[src/include/pms_defines.svh]
// Constants of the management port and start-up sequencer.
// Included by the package and the simulation files; defines only.
`ifndef PMS_DEFINES_SVH
`define PMS_DEFINES_SVH

// ----------------------------------------
// Timing
// ----------------------------------------
`define PMS_CLK_PERIOD_NS 100
`define PMS_READY_US      300
`define PMS_READY_CYCLES  ((`PMS_READY_US * 1000) / `PMS_CLK_PERIOD_NS)
`define PMS_PREAMBLE_BITS 6'h20

// ----------------------------------------
// Frame fields
// ----------------------------------------
`define PMS_OP_READ  2'h2
`define PMS_OP_WRITE 2'h1
`define PMS_HDR_LAST 4'hB
`define PMS_DATA_LAST 4'hF

// ----------------------------------------
// Register addresses
// ----------------------------------------
`define PMS_ADDR_CONTROL     5'h00
`define PMS_ADDR_STATUS_BAS  5'h01
`define PMS_ADDR_ID_HIGH     5'h02
`define PMS_ADDR_ID_LOW      5'h03
`define PMS_ADDR_LOCAL_ABIL  5'h04
`define PMS_ADDR_PART_BASE   5'h05
`define PMS_ADDR_EXPANSION   5'h06
`define PMS_ADDR_NP_OUT      5'h07
`define PMS_ADDR_NP_IN       5'h08
`define PMS_ADDR_GIG_CTRL    5'h09
`define PMS_ADDR_GIG_STAT    5'h0A
`define PMS_ADDR_EXT_STAT    5'h0F
`define PMS_ADDR_PORT_SETUP  5'h10
`define PMS_ADDR_STATUS_EXT  5'h11
`define PMS_ADDR_IRQ_MASK    5'h12
`define PMS_ADDR_IRQ_FLAGS   5'h13
`define PMS_ADDR_IND_SETUP   5'h14

// ----------------------------------------
// Reset values of writable words
// ----------------------------------------
`define PMS_RST_CONTROL    16'h0000
`define PMS_RST_LOCAL_ABIL 16'h0001
`define PMS_RST_NP_OUT     16'h0000
`define PMS_RST_PORT_SETUP 16'h0000
`define PMS_RST_IRQ_MASK   16'h0000
`define PMS_RST_IND_SETUP  16'h0000

`endif

[src/include/pms_pkg.sv]
// Types and address decoding for the management port.
// Assumes pms_defines.svh on the include path.
`include "pms_defines.svh"

package pms_pkg;

    typedef logic [15:0] pms_word_t;
    typedef logic [4:0]  pms_addr_t;
    typedef logic [2:0]  pms_slot_t;

    typedef enum logic [5:0] {
        PMS_ST_IDLE  = 6'h01,
        PMS_ST_START = 6'h02,
        PMS_ST_HDR   = 6'h04,
        PMS_ST_TA    = 6'h08,
        PMS_ST_DATA  = 6'h10,
        PMS_ST_SKIP  = 6'h20
    } pms_state_t;

    // Maps an address to a writable slot; bit 3 flags a hit
    function automatic logic [3:0] pms_slot(input pms_addr_t addr);
        logic [3:0] r;
        r = 4'h0;
        unique case (addr)
            `PMS_ADDR_CONTROL:    r = 4'h8;
            `PMS_ADDR_LOCAL_ABIL: r = 4'h9;
            `PMS_ADDR_NP_OUT:     r = 4'hA;
            `PMS_ADDR_PORT_SETUP: r = 4'hB;
            `PMS_ADDR_IRQ_MASK:   r = 4'hC;
            `PMS_ADDR_IND_SETUP:  r = 4'hD;
            default:              r = 4'h0;
        endcase
        return r;
    endfunction

endpackage

[src/core/pms_sync.sv]
// Three-stage synchroniser with agreement filter for pin inputs.
// Assumes inputs change slowly against the clock.
`timescale 1ns/1ps
`default_nettype none

module pms_sync (
    input  wire logic       clock,
    input  wire logic       arst_n,
    input  wire logic       ce,
    input  wire logic [1:0] raw_in,
    output logic      [1:0] clean_q
);
    import pms_pkg::*;

    logic [1:0] st1_q, st2_q, st3_q;
    logic [1:0] st1_d, st2_d, st3_d, clean_d;

    genvar i;
    generate
        for (i = 0; i < 2; i++) begin : g_bit
            always_comb begin
                st1_d[i]   = raw_in[i];
                st2_d[i]   = st1_q[i];
                st3_d[i]   = st2_q[i];
                clean_d[i] = (st2_q[i] == st3_q[i]) ? st3_q[i] : clean_q[i];
            end
        end
    endgenerate

    always_ff @(posedge clock or negedge arst_n) begin
        if (!arst_n) begin
            st1_q   <= 2'h0;
            st2_q   <= 2'h0;
            st3_q   <= 2'h0;
            clean_q <= 2'h0;
        end else if (ce) begin
            st1_q   <= st1_d;
            st2_q   <= st2_d;
            st3_q   <= st3_d;
            clean_q <= clean_d;
        end
    end

endmodule

`default_nettype wire

[src/core/pms_regfile.sv]
// Writable management words with a registered read port.
// Assumes writes and reads come from the frame engine on one clock.
`timescale 1ns/1ps
`default_nettype none

module pms_regfile (
    input  wire logic               clock,
    input  wire logic               arst_n,
    input  wire logic               ce,
    input  wire logic               wr_en,
    input  wire pms_pkg::pms_slot_t wr_slot,
    input  wire pms_pkg::pms_word_t wr_data,
    input  wire pms_pkg::pms_slot_t rd_slot,
    output pms_pkg::pms_word_t      rd_data_q,
    output pms_pkg::pms_word_t      word0_q,
    output pms_pkg::pms_word_t      word1_q,
    output pms_pkg::pms_word_t      word2_q,
    output pms_pkg::pms_word_t      word3_q,
    output pms_pkg::pms_word_t      word4_q,
    output pms_pkg::pms_word_t      word5_q
);
    import pms_pkg::*;

    function automatic pms_word_t rst_val(input int idx);
        pms_word_t v;
        v = `PMS_RST_CONTROL;
        case (idx)
            1:       v = `PMS_RST_LOCAL_ABIL;
            2:       v = `PMS_RST_NP_OUT;
            3:       v = `PMS_RST_PORT_SETUP;
            4:       v = `PMS_RST_IRQ_MASK;
            5:       v = `PMS_RST_IND_SETUP;
            default: v = `PMS_RST_CONTROL;
        endcase
        return v;
    endfunction

    pms_word_t mem_q [6];
    pms_word_t mem_d [6];
    pms_word_t rd_data_d;

    genvar i;
    generate
        for (i = 0; i < 6; i++) begin : g_word
            always_comb begin
                mem_d[i] = (wr_en && wr_slot == 3'(i)) ? wr_data : mem_q[i];
            end
            always_ff @(posedge clock or negedge arst_n) begin
                if (!arst_n) begin
                    mem_q[i] <= rst_val(i);
                end else if (ce) begin
                    mem_q[i] <= mem_d[i];
                end
            end
        end
    endgenerate

    always_comb begin
        rd_data_d = (rd_slot < 3'h6) ? mem_q[rd_slot] : 16'h0000;
    end

    always_ff @(posedge clock or negedge arst_n) begin
        if (!arst_n) begin
            rd_data_q <= 16'h0000;
        end else if (ce) begin
            rd_data_q <= rd_data_d;
        end
    end

    assign word0_q = mem_q[0];
    assign word1_q = mem_q[1];
    assign word2_q = mem_q[2];
    assign word3_q = mem_q[3];
    assign word4_q = mem_q[4];
    assign word5_q = mem_q[5];

endmodule

`default_nettype wire

[src/core/pms_top.sv]
// Management serial slave and start-up sequencer of a 10/100 transceiver.
// Assumes management clock and data arrive as pins; status words from
// the line-side logic on the same clock.
`timescale 1ns/1ps
`default_nettype none

module pms_top #(
    parameter logic [15:0] ID_HIGH = 16'h0A5A, // Arbitrary value
    parameter logic [15:0] ID_LOW  = 16'h5C31  // Arbitrary value
) (
    input  wire logic               clock,
    input  wire logic               arst_n,
    input  wire logic               ce,
    input  wire logic               mdc,
    input  wire logic               mdio_in,
    output logic                    mdio_out_q,
    output logic                    mdio_oe_n_q,
    input  wire pms_pkg::pms_addr_t phy_addr,
    output logic                    mgmt_ready_q,
    input  wire pms_pkg::pms_word_t status_basic,
    input  wire pms_pkg::pms_word_t partner_base,
    input  wire pms_pkg::pms_word_t expansion,
    input  wire pms_pkg::pms_word_t np_incoming,
    input  wire pms_pkg::pms_word_t status_extra,
    input  wire pms_pkg::pms_word_t irq_flags_in,
    output pms_pkg::pms_word_t      control_word,
    output pms_pkg::pms_word_t      local_ability_word,
    output pms_pkg::pms_word_t      np_outgoing_word,
    output pms_pkg::pms_word_t      port_setup_word,
    output pms_pkg::pms_word_t      irq_mask_word,
    output pms_pkg::pms_word_t      indicator_word
);
    import pms_pkg::*;

    // ----------------------------------------
    // Pin synchronisers
    // ----------------------------------------
    logic [1:0] pins_clean;
    logic       mdc_s;
    logic       mdio_s;

    pms_sync u_sync (
        .clock   (clock),
        .arst_n  (arst_n),
        .ce      (ce),
        .raw_in  ({mdc, mdio_in}),
        .clean_q (pins_clean)
    );

    assign mdc_s  = pins_clean[1];
    assign mdio_s = pins_clean[0];

    // ----------------------------------------
    // Start-up sequencer
    // ----------------------------------------
    logic [11:0] ready_cnt_q, ready_cnt_d;
    logic        ready_d;
    logic        strap_q, strap_d;
    pms_addr_t   phy_q, phy_d;

    always_comb begin
        ready_cnt_d = ready_cnt_q;
        ready_d     = mgmt_ready_q;
        if (!mgmt_ready_q) begin
            if (ready_cnt_q == 12'(`PMS_READY_CYCLES - 1)) begin
                ready_d = 1'b1;
            end else begin
                ready_cnt_d = ready_cnt_q + 12'h001;
            end
        end
        strap_d = 1'b1;
        phy_d   = strap_q ? phy_q : phy_addr;
    end

    always_ff @(posedge clock or negedge arst_n) begin
        if (!arst_n) begin
            ready_cnt_q  <= 12'h000;
            mgmt_ready_q <= 1'b0;
            strap_q      <= 1'b0;
            phy_q        <= 5'h00;
        end else if (ce) begin
            ready_cnt_q  <= ready_cnt_d;
            mgmt_ready_q <= ready_d;
            strap_q      <= strap_d;
            phy_q        <= phy_d;
        end
    end

    // ----------------------------------------
    // Frame engine
    // ----------------------------------------
    pms_state_t  state_q, state_d;
    logic [3:0]  cnt_q, cnt_d;
    logic [5:0]  ones_q, ones_d;
    logic [11:0] hdr_q, hdr_d;
    pms_word_t   shift_q, shift_d;
    logic        hit_q, hit_d;
    logic        rd_q, rd_d;
    logic        mdc_prev_q, mdc_prev_d;
    logic        out_d, oe_n_d;
    logic        rise;
    logic [11:0] hdr_full;
    logic        rf_wr_en;
    pms_word_t   rf_wr_data;
    pms_word_t   rf_rd_q;
    pms_word_t   read_word;
    logic [3:0]  wr_map;
    logic        read_load;

    // Edge found from a slow management clock
    assign rise      = mdc_s && !mdc_prev_q;
    assign hdr_full  = {hdr_q[10:0], mdio_s};
    assign read_load = rise && (state_q == PMS_ST_TA) && (cnt_q == 4'h0);
    assign wr_map    = pms_slot(hdr_q[4:0]);

    always_comb begin
        read_word = 16'h0000;
        if (pms_slot(hdr_q[4:0]) != 4'h0) begin
            read_word = rf_rd_q;
        end else begin
            unique case (hdr_q[4:0])
                `PMS_ADDR_STATUS_BAS: read_word = status_basic;
                `PMS_ADDR_ID_HIGH:    read_word = ID_HIGH;
                `PMS_ADDR_ID_LOW:     read_word = ID_LOW;
                `PMS_ADDR_PART_BASE:  read_word = partner_base;
                `PMS_ADDR_EXPANSION:  read_word = expansion;
                `PMS_ADDR_NP_IN:      read_word = np_incoming;
                `PMS_ADDR_STATUS_EXT: read_word = status_extra;
                `PMS_ADDR_IRQ_FLAGS:  read_word = irq_flags_in;
                default:              read_word = 16'h0000;
            endcase
        end
    end

    always_comb begin
        state_d    = state_q;
        cnt_d      = cnt_q;
        ones_d     = ones_q;
        hdr_d      = hdr_q;
        shift_d    = shift_q;
        hit_d      = hit_q;
        rd_d       = rd_q;
        out_d      = mdio_out_q;
        oe_n_d     = mdio_oe_n_q;
        rf_wr_en   = 1'b0;
        rf_wr_data = {shift_q[14:0], mdio_s};
        mdc_prev_d = mdc_s;
        if (rise) begin
            unique case (state_q)
                PMS_ST_IDLE: begin
                    if (mdio_s) begin
                        if (ones_q != `PMS_PREAMBLE_BITS) begin
                            ones_d = ones_q + 6'h01;
                        end
                    end else begin
                        ones_d  = 6'h00;
                        state_d = (ones_q == `PMS_PREAMBLE_BITS) ? PMS_ST_START : PMS_ST_IDLE;
                    end
                end
                PMS_ST_START: begin
                    cnt_d   = 4'h0;
                    state_d = mdio_s ? PMS_ST_HDR : PMS_ST_IDLE;
                end
                PMS_ST_HDR: begin
                    hdr_d = hdr_full;
                    cnt_d = cnt_q + 4'h1;
                    if (cnt_q == `PMS_HDR_LAST) begin
                        // Busy or foreign frames are sat out silently
                        hit_d   = mgmt_ready_q && (hdr_full[9:5] == phy_q) &&
                                  ((hdr_full[11:10] == `PMS_OP_READ) ||
                                   (hdr_full[11:10] == `PMS_OP_WRITE));
                        rd_d    = (hdr_full[11:10] == `PMS_OP_READ);
                        cnt_d   = 4'h0;
                        state_d = PMS_ST_TA;
                    end
                end
                PMS_ST_TA: begin
                    cnt_d = cnt_q + 4'h1;
                    if (cnt_q == 4'h0) begin
                        shift_d = read_word;
                        if (hit_q && rd_q) begin
                            oe_n_d = 1'b0;
                            out_d  = 1'b0;
                        end
                    end else begin
                        shift_d = {shift_q[14:0], mdio_s};
                        out_d   = hit_q && rd_q && shift_q[15];
                        cnt_d   = 4'h0;
                        state_d = PMS_ST_DATA;
                    end
                end
                PMS_ST_DATA: begin
                    shift_d = {shift_q[14:0], mdio_s};
                    cnt_d   = cnt_q + 4'h1;
                    if (hit_q && rd_q) begin
                        out_d = shift_q[15];
                    end
                    if (cnt_q == `PMS_DATA_LAST) begin
                        rf_wr_en = hit_q && !rd_q && wr_map[3];
                        oe_n_d   = 1'b1;
                        out_d    = 1'b0;
                        cnt_d    = 4'h0;
                        state_d  = PMS_ST_IDLE;
                    end
                end
                default: begin
                    oe_n_d  = 1'b1;
                    out_d   = 1'b0;
                    state_d = PMS_ST_IDLE;
                end
            endcase
        end
    end

    always_ff @(posedge clock or negedge arst_n) begin
        if (!arst_n) begin
            state_q     <= PMS_ST_IDLE;
            cnt_q       <= 4'h0;
            ones_q      <= 6'h00;
            hdr_q       <= 12'h000;
            shift_q     <= 16'h0000;
            hit_q       <= 1'b0;
            rd_q        <= 1'b0;
            mdc_prev_q  <= 1'b0;
            mdio_out_q  <= 1'b0;
            mdio_oe_n_q <= 1'b1;
        end else if (ce) begin
            state_q     <= state_d;
            cnt_q       <= cnt_d;
            ones_q      <= ones_d;
            hdr_q       <= hdr_d;
            shift_q     <= shift_d;
            hit_q       <= hit_d;
            rd_q        <= rd_d;
            mdc_prev_q  <= mdc_prev_d;
            mdio_out_q  <= out_d;
            mdio_oe_n_q <= oe_n_d;
        end
    end

    // ----------------------------------------
    // Register storage
    // ----------------------------------------
    pms_regfile u_regs (
        .clock     (clock),
        .arst_n    (arst_n),
        .ce        (ce),
        .wr_en     (rf_wr_en),
        .wr_slot   (wr_map[2:0]),
        .wr_data   (rf_wr_data),
        .rd_slot   (wr_map[2:0]),
        .rd_data_q (rf_rd_q),
        .word0_q   (control_word),
        .word1_q   (local_ability_word),
        .word2_q   (np_outgoing_word),
        .word3_q   (port_setup_word),
        .word4_q   (irq_mask_word),
        .word5_q   (indicator_word)
    );

    // ----------------------------------------
    // Checks
    // ----------------------------------------
    logic [11:0] since_q;

    always_ff @(posedge clock or negedge arst_n) begin
        if (!arst_n) begin
            since_q <= 12'h000;
        end else if (ce && since_q != 12'hFFF) begin
            since_q <= since_q + 12'h001;
        end
    end

    chk_ready_late: assert property (@(posedge clock) disable iff (!arst_n)
        !mgmt_ready_q |-> since_q < 12'(`PMS_READY_CYCLES))
        else $error("port not ready in time");

    chk_ready_early: assert property (@(posedge clock) disable iff (!arst_n)
        mgmt_ready_q |-> since_q >= 12'(`PMS_READY_CYCLES))
        else $error("port ready too early");

    chk_busy_quiet: assert property (@(posedge clock) disable iff (!arst_n)
        !mgmt_ready_q |-> mdio_oe_n_q && !rf_wr_en)
        else $error("port active before ready");

    chk_word_whole: assert property (@(posedge clock) disable iff (!arst_n)
        rf_wr_en |-> state_q == PMS_ST_DATA && cnt_q == `PMS_DATA_LAST && !rd_q)
        else $error("write not after sixteen bits");

    chk_ctrl_write: assert property (@(posedge clock) disable iff (!arst_n)
        (ce && rf_wr_en && hdr_q[4:0] == `PMS_ADDR_CONTROL)
        |=> control_word == $past(rf_wr_data))
        else $error("control word not written");

    chk_id_read: assert property (@(posedge clock) disable iff (!arst_n)
        (ce && read_load && hdr_q[4:0] == `PMS_ADDR_ID_HIGH) |=> shift_q == ID_HIGH)
        else $error("identifier high half wrong");

    chk_base_read: assert property (@(posedge clock) disable iff (!arst_n)
        (ce && read_load && hdr_q[4:0] == `PMS_ADDR_PART_BASE)
        |=> shift_q == $past(partner_base))
        else $error("partner base word wrong");

    chk_np_write: assert property (@(posedge clock) disable iff (!arst_n)
        (ce && rf_wr_en && hdr_q[4:0] == `PMS_ADDR_NP_OUT)
        |=> np_outgoing_word == $past(rf_wr_data))
        else $error("next page word not written");

    chk_np_read: assert property (@(posedge clock) disable iff (!arst_n)
        (ce && read_load && hdr_q[4:0] == `PMS_ADDR_NP_IN)
        |=> shift_q == $past(np_incoming))
        else $error("received next page wrong");

    chk_unimpl_zero: assert property (@(posedge clock) disable iff (!arst_n)
        (ce && read_load && (hdr_q[4:0] == `PMS_ADDR_GIG_CTRL ||
         hdr_q[4:0] == `PMS_ADDR_GIG_STAT || hdr_q[4:0] == `PMS_ADDR_EXT_STAT))
        |=> shift_q == 16'h0000 && $stable(control_word))
        else $error("unimplemented address not zero");

endmodule

`default_nettype wire

[config.mk]
export PLATFORM = sky130hd
export DESIGN_NAME = pms_top
export DESIGN_NICKNAME = d
export VERILOG_FILES = /design/src/include/pms_pkg.sv /design/src/core/pms_sync.sv /design/src/core/pms_regfile.sv /design/src/core/pms_top.sv
export VERILOG_INCLUDE_DIRS = /design/src /design/src/include
export SDC_FILE = /design/constraint.sdc
export NUM_CORES = 1
export LEC_CHECK = 0
export ABC_AREA = 1
export ABC_CLOCK_PERIOD_IN_PS = 1900
export BUFFER_PORTS_ARGS = -buffer_cell sky130_fd_sc_hd__clkbuf_2
export CAP_MARGIN = 20
export CORE_AREA = 2 2 173 175
export CTS_BUF_LIST = sky130_fd_sc_hd__clkbuf_4
export CTS_CLUSTER_SIZE = 16
export DETAILED_ROUTE_END_ITERATION = 8
export DIE_AREA = 0 0 175 177
export PLACE_DENSITY_LB_ADDON = 0.25
export SYNTH_ARGS = -nofsm -noshare
export SYNTH_HDL_FRONTEND = slang
export SYNTH_SLANG_ARGS = --single-unit
[constraint.sdc]
create_clock -name clock -period 1.9 [get_ports clock]
set_input_delay 0.095 -clock clock [delete_from_list [all_inputs] [get_ports clock]]
set_output_delay 0.095 -clock clock [all_outputs]
set_load 0.01 [all_outputs]
Word level (Yosys, flattened, before mapping)
Cells that the tools add are included.

word-level totals
  register bits = 187
  output and inout port bits = 99
  logic and storage cells = 154

cells by class
  $add $sub $neg = 3
  $lt $le $gt $ge = 2
  equality and inequality tests = 42
  multiplexer cells = 35
  bitwise operators = 5
  reductions and logical operators = 41

operators with widths
  operator                                                          count
  16-bit case mux with 8 select lines                               1
  16-bit two-way mux                                                5
  16-bit binary-select mux with 3-bit select                        1
  6-bit two-way mux                                                 6
  16-bit case mux with 2 select lines                               1
  6-bit case mux with 5 select lines                                1
  5-bit == test (second input constant)                             5
  4-bit case mux with 6 select lines                                1
  5-bit by 3-bit == test with 1-bit output (second input constant)  4
  2-bit AND reduction                                               9
  4-bit case mux with 4 select lines                                1
  1-bit logical AND                                                 13
  12-bit by 1-bit adder with 12-bit output (second input constant)  1
  12-bit == test (second input constant)                            1
  4-bit two-way mux                                                 3
  3-bit AND reduction                                               4
  6-bit AND reduction                                               2
  1-bit two-way mux                                                 11
  5-bit by 2-bit == test with 1-bit output (second input constant)  2
  2-bit != test (second input constant)                             5
  4-bit == test (second input constant)                             2
  4-bit AND reduction                                               2
  4-bit nonzero test                                                2
  6-bit by 1-bit adder with 6-bit output (second input constant)    1
  35 further kinds                                                  44

Longest topological paths before layout
  word-level depth = 8
  depth in mapped cells = 12
  gate-level depth less buffers = 12

Cells and area by module
A second synthesis with hierarchy kept.

second synthesis, totals
  cell total of the unflattened synthesis = 1416
  area, all modules = 10219.8 µm²

modules (own cells, without submodules)
  module       instances  cells an instance  area an instance (µm²)
  pms_regfile  1          650                5059.9
  pms_top      1          724                4778.3
  pms_sync     1          42                 381.6

Least setup slack after synthesis
OpenSTA, ideal clock, no wires.

  kind = register to register
  start = reg cnt_q[0]
  end = reg u_regs.mem_q (netlist bit u_regs.word0_q[12])
  arrival = 1533 ps
  setup slack = 244 ps
  cell stages (with the launch flop) = 12
  buffers on the path = 1
  cells stage by stage = dfrtp_1 -> ha_1 -> nand2_1 -> nor2_1 -> nand3_2 -> nor2_1 -> nand3_4 -> inv_2 -> nand2_2 -> buf_2 -> nand2_1 -> o21ai_1

on the way
  word-level cells in the longest chain between the ends = 6

ends and longest elaborated chain
  item                           line               text
  start, declared                pms_top.sv:93      logic [3:0] cnt_q, cnt_d;
  start signal, assigned         pms_top.sv:229     cnt_q <= cnt_d;
  4-bit == test (no line)        -
  1-bit two-way mux              pms_top.sv:198     if (cnt_q == `PMS_DATA_LAST) begin
  1-bit two-way mux              pms_top.sv:149     unique case (state_q)
  1-bit two-way mux              pms_top.sv:148     if (rise) begin
  1-bit logical AND              pms_regfile.sv:46  mem_d[i] = (wr_en && wr_slot == 3'(i)) ? wr_data : mem_q[i];
  2-bit AND reduction (no line)  -
  end signal, assigned by index  pms_regfile.sv:50  mem_q[i] <= rst_val(i);
  end signal, assigned by index  pms_regfile.sv:52  mem_q[i] <= mem_d[i];
  end, declared                  pms_regfile.sv:38  pms_word_t mem_q [6];

No other way between the ends.
A chain may end at the register's enable or synchronous reset.

Worst setup path in the final report
  start = reg hdr_q[1]
  end = reg u_regs.rd_data_q[15]

on the way
  word-level cells in the longest chain between the ends = 7

ends and longest elaborated chain
  item                                                    line               text
  start, declared                                         pms_top.sv:95      logic [11:0] hdr_q, hdr_d;
  start signal, assigned                                  pms_top.sv:231     hdr_q <= hdr_d;
  5-bit == test, or another cell as far along             pms_pkg.sv:24      unique case (addr)
  4-bit case mux with 6 select lines *                    pms_pkg.sv:24
  3-bit NOT with 4-bit output (implied by the code)       pms_regfile.sv:59  rd_data_d = (rd_slot < 3'h6) ? mem_q[rd_slot] : 16'h0000;
  16-bit binary-select mux with 3-bit select              pms_regfile.sv:59
  16-bit two-way mux (implied by the code) (2 in series)  pms_regfile.sv:59
  16-bit two-way mux *                                    pms_regfile.sv:59
  end signal, assigned                                    pms_regfile.sv:66  rd_data_q <= rd_data_d;
  end, declared                                           pms_regfile.sv:14  output pms_pkg::pms_word_t rd_data_q,

Every way passes the cells marked *; elsewhere a longest branch is shown, timed or not. The select of a mux whose other input is x is not followed.

==> summary.md <==
| Metric | Value |
|---|---|
| Yosys warnings | 0 |
| Post-synthesis cell count | around 1,400 |
| Seq/Total Area, Yosys | 0.463 |
| RSZ-0062 raised after global routing | yes |
| Most common cell after layout, fill and taps aside | nand2_1 |
| Combinational power share | 0.104 |
| Final WS setup | about 54 ps |
| Post-synthesis compound-gate area fraction | 0.130 |
| Worst min path class | in2reg |
| Clock root buffer | clkbuf_4 |
| Final Skew | 28.3 ps |
| Largest net degree at the start of global routing | 54 |
| Mux cell area share after synthesis | 0.00224 |
| Post-synthesis cell area | about 0.01 mm² |
| Post-route ant nets | 0 |
| Peak Freq | 542 MHz |
| DRT Pass-1 Iters | 7 |
| Final WL | 33.4 mm |
| Sw frac | 0.287 |
| Final layout net count | 1,791 |
| Core area | 0.0292 mm² |
| EDFF count, synth | 0 |
| Residual DRC count | 0 |
| PortBufs | ~200 |
| Rel. slew slack | 0.577 |
| Setup violations, final | 0 |
| Crit. End Element | flop |
| Fin Hold WS | about 15 ps |
| Synth Area in Adders | 0.00746 |
| DR WL/cell | 16.0 µm |
| Total Power | 6.98 mW |
| Later-pin clock latency in the skew report | between 500 and 600 ps |
| Initial antenna violation count | 1 |
| Post-synthesis xor/xnor area fraction | 0.0131 |
| Number of global-route vias before repair | about 9,500 |
| Net Sw Power | 2.00 mW |
| Maximum clock path buffer count | 2 |
| Die Ht | around 180 µm |
| Top Layer Used | met4 |
| Internal power | 4.97 mW |
| Sequential power share | 0.590 |
| CTS tree | done |
| Tcrit/Tclk final | 0.971 |
| Leak pwr | between 7 and 8 nW |
| Startpoint Class | flop |
| Synth Flop Type | dfrtp_1 |
| Met1 Routed Length | between 15 and 20 mm |
| Max Slew Vio Count | 0 |
| Total GRT Usage | 0.212 |
| Vias | 10,000 |
| CP Data Required Time | 2370 ps |
| CTS clk-pin slew, worst paths | 160 ps |
| Crit path top cell by count | nand2_1 |
| Worst path bufs/invs | 3 |
| HPWL Detailed | between 20 and 25 mm |
| RD Place Congestion | 0.869 |
| Mean Syn Cell Area | 7.44 µm² |
| Peak VDD IR | around 0.31 mV |
| Share of layout cells above drive strength 1 | 0.226 |
| Final hold vios | 0 |
| Synth top area cells | dfrtp_1 46%, nand2_1 16%, inv_1 5.2% |
| WL met3 | 2.10 mm |
| P&R area growth vs syn | 34.6% |
| Main combinational cell family by area after synthesis | simple AND/OR/NAND/NOR gates |
| Total grt overflow | 0 |
| Clock network fraction of design power | 0.306 |
| Crit path max-delay family | simple AND/OR/NAND/NOR gates |
| Syn Nets | around 1,500 |
| First-pass GRT wire length | ~52 mm |
| Initial DRC count | 619 |
| Max-Cap Viols | 0 |
| H-tree lvl count | 4 |
| WP data arrival | 2320 ps |
| Row count | 63 |
| Cell Chain, Critical Path | buf_4 -> nor2_4 -> inv_1 -> nor2_4 -> buf_12 -> nand2_1 -> o21ai_0 -> nand3b_1 -> nand2_1 -> nand2_1 -> nand2_1 |
| Die W | 175 µm |
| Count of different cell masters after synthesis | 33 |
| Worst-path fanout max | 11 |
| Post-layout util | 0.463 |
| Die area | 0.0310 mm² |
| Placed Area | 0.0119 mm² |
| Most frequent cells in the layout | 428 x nand2_1, 203 x clkbuf_2, 181 x dfrtp_1 |
| Async SR Flop Fraction | 1.00 |
| TritonCTS Sinks | 186 |
| Max stage delay cell, worst path | dfrtp_1 |
| Synthesis-stage register bit count | 186 |
| Starting Density | 0.344 |
| I/O pin count | 205 |
| Met2 WL | about 15 mm |
| Final instance area | approximately 0.014 mm² |
| Status | finished clean |
| Critical path's largest stage delay | 440 ps |
| TritonCTS buffer count | 17 |
| Final min period | between 1500 and 2000 ps |
| Yosys top cell area share | 0.455 |
| WS Path Type | reg2reg |
| Place WS | -39.3 ps |
| Vias per Instance | around 4.8 |
| Biggest area consumer among synthesized cells | dfrtp_1 |
| Power density over cell area | approximately 500 mW/mm² |
| Pin slew with the least headroom to its limit | approximately 630 ps |
| Post-Synth Simple-Gate Area | 0.299 |
worst min-delay path, cell delays in order:
cell,delay (ps)
clkbuf_2,100
nand4_1,90
nand2_1,70
nor2_1,40
nand2_1,60
o21bai_1,70
nand2_1,50
cells by family (layout without fill, tap and decap cells):
group,after synthesis,count (layout)
AO/OA/AOI/OAI,244,244
multiplexers,2,2
adder cells (fa/ha/maj),6,6
flip-flops,186,186
XOR/XNOR,15,15
AND/OR/NAND/NOR,689,689
other,0,1
buffers and inverters,210,550
path summary, 6_finish.rpt:
path | cells past startpoint | end | startpoint | slack, ps
worst min-delay path | 7 | shift_q[11] | np_incoming[11] | 20
max in group asynchronous | 3 | u_regs.word5_q[13] | arst_n | 1480
worst max register to register | 11 | u_regs.rd_data_q[15] | hdr_q[1] | 50
min in group asynchronous | 3 | ready_cnt_q[4] | arst_n | 50
worst max-delay path | 11 | u_regs.rd_data_q[15] | hdr_q[1] | 50
worst min register to register | 2 | strap_q | strap_q | 500
registers in the layout, indices dropped and copies added (netlist names), 12 cells and up:
register and count:
u_regs.word5_q 16, u_regs.word2_q 16, u_regs.word4_q 16, u_regs.word3_q 16, shift_q 16, u_regs.rd_data_q 16
u_regs.word1_q 16, ready_cnt_q 12, u_regs.word0_q 16
synthesized netlist by cell type, types with 3 or more instances:
cell      number
nand3_2        5
o22ai_1        5
nand2_1      433
xor2_1         9
o21bai_1      32
nor3_1        12
ha_1           6
nand3_1       62
dfrtp_1      183
nor2_4         5
clkbuf_1      30
nor2_1        86
a21oi_1       38
buf_4          4
dfstp_2        3
xnor2_1        6
buf_6          3
nand2_2        6
inv_2          5
o21ai_0       90
inv_1        139
nand4_1       45
o21ai_1       78
nand3b_1      16
or2_2         12
buf_1          5
nor2_2         5
buf_2         24
metrics by stage:
stage,setup TNS [ps],std cells
2_1_floorplan,0,1352
3_3_place_gp,-874,1938
3_5_place_dp,-1480,1938
4_1_cts,-5.66,2065
5_1_grt,-283,2083
6_report,0,2083
timing repair:
item	in CTS	in global routing
hold buffers	93	0
buffers inserted	2	12
resized for setup	5	43
setup endpoints to repair	82	132
cloned	0	5
pin swaps	1	10
hold endpoints to repair	216	0
power by group through the flow:
stage	sequential (mW)	combinational, mW	clock [mW]
after floorplan	4.17	0.226	0
after global placement	4.18	0.548	0
after detailed placement	4.18	0.550	0
after CTS	4.11	0.713	2.20
after global routing	4.13	0.812	2.35
final	4.11	0.723	2.14
per-layer routing:
metal  vias to the layer above  track usage
met5                         -            0
met2                       366        0.324
met4                         0       0.0632
met1                      4618        0.306
li1                       5006            -
met3                        34       0.0357
cell type report:
| type | instances | area [µm²] |
|---|---|---|
| antenna | 1 | 2.50 |
| clock buffer | 17 | 128 |
| clock inverter | 15 | 135 |
| fill | 2929 | 15700 |
| inverter | 144 | 552 |
| multi-input combinational | 956 | 4710 |
| sequential | 186 | 4660 |
| tap | 390 | 488 |
| timing repair buffer | 374 | 2860 |
Note: power is estimated with default switching activity, not from simulation.
